`config.mk`:
```
export PLATFORM = sky130hd
export DESIGN_NAME = pwm_gating_and_restart_sequencer
export DESIGN_NICKNAME = d
export VERILOG_FILES = /design/src/rtl/pwm_seq_pkg.sv /design/src/rtl/pwm_gating_and_restart_sequencer.sv
export SDC_FILE = /design/constraint.sdc
export NUM_CORES = 1
export LEC_CHECK = 0
export BUFFER_PORTS_ARGS = -buffer_cell sky130_fd_sc_hd__buf_2
export CAP_MARGIN = 25
export CORE_MARGIN = 5
export CORE_UTILIZATION = 34
export DETAILED_ROUTE_END_ITERATION = 10
export MAX_ROUTING_LAYER = met4
export SYNTH_ARGS = -nofsm -noshare
export SYNTH_HDL_FRONTEND = slang
export SYNTH_SLANG_ARGS = --single-unit
```
`constraint.sdc`:
```
create_clock -name clock_i -period 2.02 [get_ports clock_i]
set_clock_uncertainty 0.1 [all_clocks]
set_input_delay 0.101 -clock clock_i [delete_from_list [all_inputs] [get_ports clock_i]]
set_output_delay 0.101 -clock clock_i [all_outputs]
set_load 0.005 [all_outputs]
```
`src/rtl/pwm_seq_pkg.sv`:
```
// Purpose: shared constants and types for the pwm gating and restart sequencer
// Assumes: 40 MHz system clock, 32-bit APB register access
// Notes:   register offsets are byte addresses
package pwm_seq_pkg;

    // ----------------------------------------------------------------
    // clock and timing
    // ----------------------------------------------------------------
    localparam int CLK_PERIOD_NS = 25;
    localparam int BLANK_NS      = 200;
    // least time, so round up to whole cycles
    localparam int BLANK_CYC_INT = (BLANK_NS + CLK_PERIOD_NS - 1) / CLK_PERIOD_NS;
    localparam logic [3:0] BLANK_CYC = 4'(BLANK_CYC_INT);

    // ----------------------------------------------------------------
    // restart counter values
    // ----------------------------------------------------------------
    localparam logic [3:0] CNT_PRESET = 4'h7;
    localparam logic [3:0] CNT_RUN    = 4'h8;
    localparam logic [3:0] CNT_FIRST  = 4'h1;

    // ----------------------------------------------------------------
    // register map
    // ----------------------------------------------------------------
    localparam int          ADDR_W     = 12;
    localparam logic [11:0] CTRL_OFF   = 12'h000;
    localparam logic [11:0] STATUS_OFF = 12'h004;
    localparam int          CTRL_FORCE_OFF_BIT = 0;
    localparam logic [31:0] CTRL_RST   = 32'h0000_0000;

    // ----------------------------------------------------------------
    // synchroniser bit positions and reset levels
    // ----------------------------------------------------------------
    localparam int SYNC_W       = 6;
    localparam int SY_OSC       = 0;
    localparam int SY_TRIP      = 1;
    localparam int SY_OT_N      = 2;
    localparam int SY_SD_N      = 3;
    localparam int SY_VCC_ON    = 4;
    localparam int SY_VCC_OFF   = 5;
    localparam logic [5:0] SYNC_RST = 6'h0C;

    // status word, read in the low bits of STATUS
    typedef struct packed {
        logic       overtemp;
        logic       ext_shutdown;
        logic       shutdown;
        logic       running;
        logic       clamp;
        logic       startup_en;
        logic       latch_q;
        logic       gate;
        logic [3:0] count;
    } status_s;

endpackage : pwm_seq_pkg

```
`src/rtl/pwm_gating_and_restart_sequencer.sv`:
```
// Purpose: pwm latch, drive gating, shutdown path and divide-by-eight restart
// Assumes: comparator and supply-level inputs are levels, registers over APB
// Notes:   gate_o high turns the power switch on
`timescale 1ns/1ps
`default_nettype none

module pwm_gating_and_restart_sequencer (
    input  wire logic                           clock_i,
    input  wire logic                           rst_n_i,
    // analog comparator and supply-level inputs
    input  wire logic                           osc_pulse_i,
    input  wire logic                           pwm_trip_i,
    input  wire logic                           overtemp_n_i,
    input  wire logic                           feedback_shutdown_input_n_i,
    input  wire logic                           vcc_at_on_level_i,
    input  wire logic                           vcc_at_off_level_i,
    // drive and start-up outputs
    output logic                                gate_o,
    output logic                                startup_en_o,
    output logic                                supply_lockout_o,
    output logic                                fb_clamp_o,
    // APB slave
    input  wire logic                           psel_i,
    input  wire logic                           penable_i,
    input  wire logic                           pwrite_i,
    input  wire logic [pwm_seq_pkg::ADDR_W-1:0] paddr_i,
    input  wire logic [31:0]                    pwdata_i,
    output logic [31:0]                         prdata_o,
    output logic                                pready_o,
    output logic                                pslverr_o
);
    import pwm_seq_pkg::*;

    // ----------------------------------------------------------------
    // elaboration checks
    // ----------------------------------------------------------------
    if (BLANK_CYC_INT < 1 || BLANK_CYC_INT > 15) begin : g_bad_blank
        $error("blanking count does not fit the blanking counter");
    end
    if (ADDR_W < 4) begin : g_bad_addr
        $error("address width too small for the register map");
    end

    // ----------------------------------------------------------------
    // declarations
    // ----------------------------------------------------------------
    logic [SYNC_W-1:0] sync1_r;
    logic [SYNC_W-1:0] sync2_r;
    logic              osc_s;
    logic              trip_s;
    logic              ot_n_s;
    logic              sd_n_s;
    logic              vcc_on_s;
    logic              vcc_off_s;
    logic              startup_en_r;
    logic              startup_en_nxt;
    logic              startup_prev_r;
    logic              su_fall_w;
    logic [3:0]        count_r;
    logic [3:0]        count_nxt;
    logic [3:0]        count_inc_w;
    logic              run_w;
    logic              shut_w;
    logic              latch_q_r;
    logic              latch_nxt;
    logic              set_w;
    logic              gate_r;
    logic              gate_nxt;
    logic [3:0]        blank_cnt_r;
    logic [3:0]        blank_cnt_nxt;
    logic              blank_done_w;
    logic              clamp_r;
    logic              force_off_r;
    logic              setup_w;
    logic              access_w;
    logic              sel_ctrl_w;
    logic              sel_status_w;
    logic              hit_w;
    logic [31:0]       rd_data_w;
    logic [31:0]       prdata_r;
    logic              pready_r;
    logic              pslverr_r;
    status_s           status_w;

    // ----------------------------------------------------------------
    // input synchronisers
    // ----------------------------------------------------------------
    // two flops per input, only the second stage is used
    always_ff @(posedge clock_i or negedge rst_n_i) begin
        if (!rst_n_i) begin
            sync1_r <= SYNC_RST;
            sync2_r <= SYNC_RST;
        end else begin
            sync1_r <= {vcc_at_off_level_i, vcc_at_on_level_i,
                        feedback_shutdown_input_n_i, overtemp_n_i,
                        pwm_trip_i, osc_pulse_i};
            sync2_r <= sync1_r;
        end
    end

    // named views of the synchronised inputs
    assign osc_s     = sync2_r[SY_OSC];
    assign trip_s    = sync2_r[SY_TRIP];
    assign ot_n_s    = sync2_r[SY_OT_N];
    assign sd_n_s    = sync2_r[SY_SD_N];
    assign vcc_on_s  = sync2_r[SY_VCC_ON];
    assign vcc_off_s = sync2_r[SY_VCC_OFF];

    // ----------------------------------------------------------------
    // start-up charging and supply lockout
    // ----------------------------------------------------------------
    // charging stops at turn-on level, restarts at the trip point
    assign startup_en_nxt = (startup_en_r && vcc_on_s)   ? 1'b0 :
                            (!startup_en_r && vcc_off_s) ? 1'b1 :
                            startup_en_r;

    // registered falling edge of the start-up enable
    assign su_fall_w = startup_prev_r & ~startup_en_r;

    // ----------------------------------------------------------------
    // divide-by-eight restart counter
    // ----------------------------------------------------------------
    // counts 1..8, eight is the operating count
    assign count_inc_w = (count_r == CNT_RUN) ? CNT_FIRST : count_r + 4'h1;
    assign count_nxt   = !sd_n_s   ? CNT_PRESET :
                         su_fall_w ? count_inc_w :
                         count_r;

    // operating only with charging off and count at eight
    assign run_w  = ~startup_en_r & (count_r == CNT_RUN);
    // combined shutdown: overtemperature, external shutdown, low supply, software force-off
    assign shut_w = ~ot_n_s | ~sd_n_s | ~run_w | force_off_r;

    // ----------------------------------------------------------------
    // pwm latch, blanking and drive
    // ----------------------------------------------------------------
    // trip only counts after the blanking window of a conducting pulse
    assign blank_done_w = (blank_cnt_r == 4'h0);
    assign set_w        = trip_s & gate_r & blank_done_w;

    // set dominant latch, high output holds the switch off
    assign latch_nxt = set_w ? 1'b1 :
                       osc_s ? 1'b0 :
                       latch_q_r;

    // or of latch, pulse and shutdown inhibits the drive
    assign gate_nxt = ~(latch_nxt | osc_s | shut_w);

    // reload the blanking counter on every turn-on
    assign blank_cnt_nxt = (gate_nxt & ~gate_r) ? BLANK_CYC :
                           blank_done_w ? 4'h0 : blank_cnt_r - 4'h1;

    // sequencer state
    always_ff @(posedge clock_i or negedge rst_n_i) begin
        if (!rst_n_i) begin
            startup_en_r   <= 1'b1;
            startup_prev_r <= 1'b1;
            count_r        <= CNT_PRESET;
        end else begin
            startup_en_r   <= startup_en_nxt;
            startup_prev_r <= startup_en_r;
            count_r        <= count_nxt;
        end
    end

    // drive path state
    always_ff @(posedge clock_i or negedge rst_n_i) begin
        if (!rst_n_i) begin
            latch_q_r   <= 1'b1;
            gate_r      <= 1'b0;
            blank_cnt_r <= 4'h0;
            clamp_r     <= 1'b1;
        end else begin
            latch_q_r   <= latch_nxt;
            gate_r      <= gate_nxt;
            blank_cnt_r <= blank_cnt_nxt;
            clamp_r     <= ~run_w;
        end
    end

    // ----------------------------------------------------------------
    // APB slave
    // ----------------------------------------------------------------
    // address decode
    assign setup_w      = psel_i & ~penable_i;
    assign access_w     = psel_i & penable_i;
    assign sel_ctrl_w   = (paddr_i == CTRL_OFF);
    assign sel_status_w = (paddr_i == STATUS_OFF);
    assign hit_w        = sel_ctrl_w | sel_status_w;

    // status word gathers the block's own state
    assign status_w.overtemp     = ~ot_n_s;
    assign status_w.ext_shutdown = ~sd_n_s;
    assign status_w.shutdown     = shut_w;
    assign status_w.running      = run_w;
    assign status_w.clamp        = clamp_r;
    assign status_w.startup_en   = startup_en_r;
    assign status_w.latch_q      = latch_q_r;
    assign status_w.gate         = gate_r;
    assign status_w.count        = count_r;

    // read mux, unmapped reads as zero
    assign rd_data_w = sel_ctrl_w   ? {31'h0, force_off_r} :
                       sel_status_w ? {20'h0, status_w} :
                       32'h0000_0000;

    // read data and error prepared in the setup cycle, zero wait
    always_ff @(posedge clock_i or negedge rst_n_i) begin
        if (!rst_n_i) begin
            prdata_r  <= 32'h0000_0000;
            pslverr_r <= 1'b0;
            pready_r  <= 1'b0;
        end else begin
            pready_r <= 1'b1;
            if (setup_w) begin
                prdata_r  <= pwrite_i ? 32'h0000_0000 : rd_data_w;
                pslverr_r <= ~hit_w;
            end
        end
    end

    // control register, written in the access cycle
    always_ff @(posedge clock_i or negedge rst_n_i) begin
        if (!rst_n_i) begin
            force_off_r <= CTRL_RST[CTRL_FORCE_OFF_BIT];
        end else if (access_w && pwrite_i && sel_ctrl_w) begin
            force_off_r <= pwdata_i[CTRL_FORCE_OFF_BIT];
        end
    end

    // ----------------------------------------------------------------
    // outputs
    // ----------------------------------------------------------------
    assign gate_o           = gate_r;
    assign startup_en_o     = startup_en_r;
    assign supply_lockout_o = startup_en_r;
    assign fb_clamp_o       = clamp_r;
    assign prdata_o         = prdata_r;
    assign pready_o         = pready_r;
    assign pslverr_o        = pslverr_r;
endmodule : pwm_gating_and_restart_sequencer

`default_nettype wire

```
==> impl_metrics.py <==
metrics = {
    "cts": {
        "cts_tree": "yes",
        "clockRootBuffer": "clkbuf_8",
        "cts_hold_buf": 9,
        "clock_sinks": 40,
        "clock_path_buffers": 2,
        "h-tree-depth": 2,
        "clkSlewWorstSetupHoldPaths_ns": 0.08,
        "ctsResizeCount": 0,
        "insertion_delay_ns": 0.29,
        "numCtsBuffers": 5,
        "post-cts-setup-buffer-count": 0,
    },
    "synth": {
        "synth.area.top_cells": "dfrtp_1 (40%), dfstp_2 (16%), buf_4 (8.7%)",
        "synth_top_area_cell": "dfrtp_1",
        "synth_area_mm2": 0.001812,
        "synth_seq_cells": 40,
        "synth-seq-area-share_pct": 56.01,
        "synth_top_area_share_pct": 40.06,
        "synth-edff-count": 0,
        "ys_async_sr_fraction_pct": 100.0,
        "synth_top_cells_by_count": "dfrtp_1 (29), buf_4 (21), nand2_1 (18)",
        "ys_types": 39,
        "yosys_warnings": 0,
        "synth_most_common_cell": "dfrtp_1",
        "synth_ff_type": "dfrtp_1",
        "synthCells": 151,
        "avgSynthCellArea_um2": 12.00,
    },
    "setup_path": {
        "cp.required_ns": 2.08,
        "cpLargestDelayFamily": "simple AND/OR/NAND/NOR gates",
        "reg2reg_depth": 5,
        "worst-path-buf-inv": 1,
        "r2r_start": "count_r[1]$_DFFE_PN1P_",
        "path_max_fanout": 5,
        "worstPathCellList": "inv_1 > ha_1 > nand4bb_4 > nor4_4 > nor3_1",
        "cpMaxStageDelayCell": "dfstp_2",
        "cp-end-kind": "flip-flop",
        "worstReg2RegEnd": "blank_cnt_r[1]$_DFF_PN0_",
        "cp.depth": 5,
        "r2r_slack_ns": 0.45,
        "crit_path_end": "blank_cnt_r[1]$_DFF_PN0_",
        "cp.arrival_ns": 1.63,
        "path_class": "flip-flop to flip-flop",
        "cpPeakStageDelay_ns": 0.39,
        "cp-start-kind": "flip-flop",
        "startpoint": "count_r[1]$_DFFE_PN1P_",
    },
    "power_and_ir_drop": {
        "p_switching_uw": 469.8,
        "power_density_mw_per_mm2": 802.2,
        "power.leakage_uw": 0.001076,
        "seqPwrFrac_pct": 53.3,
        "ir_worst_vdd_mv": 0.4668,
        "internal_power_uw": 1303,
        "power_uw": 1773,
        "netSwitchingFraction_pct": 26.51,
        "combPwrFrac_pct": 15.8,
        "power_frac_clock_pct": 30.9,
    },
    "final_layout": {
        "nets": 264,
        "area_growth_pct": 21.96,
        "fin_util_pct": 42.99,
        "design_area_mm2": 0.002210,
        "diodes": 0,
        "layout-drive-gt1-share_pct": 38.65,
    },
    "sta": {
        "setup_ws_ns": 0.4503,
        "finalSetupTns_ns": 0,
        "rsz0062_at_grt": "false",
        "worst_pin_slew_ns": 0.6096,
        "setup_violations": 0,
        "fmax_ghz": 0.6371,
        "fin_crit_sh_pct": 77.71,
        "drv_slew": 0,
        "slew_headroom_pct": 59.36,
        "min_period_ns": 1.570,
        "finalHoldViolCount": 0,
    },
    "drt": {
        "drtPass1Iterations": 4,
        "drt-initial-drc-count": 66,
        "wirelength_mm": 3.262,
        "drt-wirelength-per-cell_um": 11.78,
        "postRouteAntennaNets": 0,
        "vias": 1167,
        "drc": 0,
        "via_per_inst": 4.213,
    },
    "flow_run": {
        "maxCapViolCount": 0,
    },
    "grt": {
        "use_met2_pct": 14.94,
        "grt_pass1_wl_mm": 5.595,
        "track_usage_pct": 10.34,
        "grtUsageMet3_pct": 4.158,
        "grt_max_degree": 26,
        "grt-busiest-layer": "met2",
        "met1_usage_pct": 12.95,
        "first_global_vias": 1102,
        "grt-ovfl-total": 0,
        "antenna_found_initial": 0,
    },
    "floorplan": {
        "die_height_um": 83.00,
        "die-area_mm2": 0.006888,
        "placementRows": 26,
        "start_util_pct": 35.25,
        "pin_count": 93,
        "die_w_um": 83.00,
        "core_mm2": 0.005140,
    },
    "placement": {
        "place_ws_ns": 0.4359,
        "dpl-instance-area_mm2": 0.002022,
        "port_buffers": 41,
        "place.gp.congestion": 0.8097,
        "hpwl_mm": 2.427,
    },
    "outcome": {
        "status": "finished, final reports clean",
    },
    "min_path": {
        "hold_class": "input port to flip-flop",
    },
}
[power by group through the flow]
stage	registers (uW)	logic (uW)	clock network [uW]
global placement	959	259	0
global route	955	323	603
CTS	945	287	568
finish	944	281	547
floorplan	946	218	0
detailed placement	961	271	0
[cell families after synthesis]
group           share of synthesized area [%]
simple gates                            17.13
flops                                   56.01
buf+inv                                 12.02
compound gates                          10.57
mux                                     1.796
fa+ha+maj                               2.072
other cells                            0.4145
[through the flow]
step / cells / hold slack (ns)
floorplan: 170 / -0.2946
global placement: 260 / 0.02041
detailed placement: 260 / 0.01677
CTS: 277 / 0.04705
global route: 277 / 0.05755
finish: 277 / 0.04761
[final cells by class]
class,count,area (um2)
inverters,11,41.29
flip-flops and latches,40,1015
repair buffers,53,317.8
fillers,514,2930
multi-input cells,95,650.6
clock buffers,6,82.58
well taps,70,87.58
clock inverters,2,15.01
[worst min-delay path: cells and delay by family]
family / cells / cell delay, ns
buffers and inverters: 1 / 0.08
AOI/OAI and AO/OA: 1 / 0.08
and+or+nand+nor: 2 / 0.13
[sequential cells by signal, summed over array words and instances (netlist names)]
name / cells
sync1_r: 6
pslverr_o: 1
prdata_o: 12
startup_prev_r: 1
startup_en_o: 1
fb_clamp_o: 1
count_r: 4
blank_cnt_r: 4
latch_q_r: 1
force_off_r: 1
pready_o: 1
sync2_r: 6
gate_o: 1
[layer usage]
layer  vias to the layer above  routed length, um
li1                        581                  -
met5                         -                  0
met1                       531               1523
met3                         5                268
met2                        50               1430
met4                         0                 40
[how the worst min path moves through the flow]
stage,startpoint,endpoint,slack [ns],depth (start not counted)
3_3_place_gp,rst_n_i,blank_cnt_r[1]$_DFF_PN0_,0.02,1
4_1_cts,paddr_i[5],prdata_o[0]$_DFFE_PN0P_,0.05,4
6_report,paddr_i[5],prdata_o[0]$_DFFE_PN0P_,0.05,4
2_1_floorplan,rst_n_i,blank_cnt_r[0]$_DFF_PN0_,-0.29,0
5_1_grt,paddr_i[5],prdata_o[0]$_DFFE_PN0P_,0.06,4
3_5_place_dp,rst_n_i,blank_cnt_r[3]$_DFF_PN0_,0.02,1
[layout by cell type (no fill, tap or decap), drive strengths merged, types with 2 or more instances in the layout]
master,instances
and4b,2
nor4,3
clkbuf,6
nor3,6
inv,11
a21oi,3
nand4bb,2
nand4,3
buf,44
dfrtp,29
dfstp,11
conb,21
dlygate4sd3,9
nand2b,2
nand2,18
o21ai,13
clkinvlp,2
mux2,2
ha,3
nand3b,2
No activity file was read; power rests on OpenSTA's default activity.
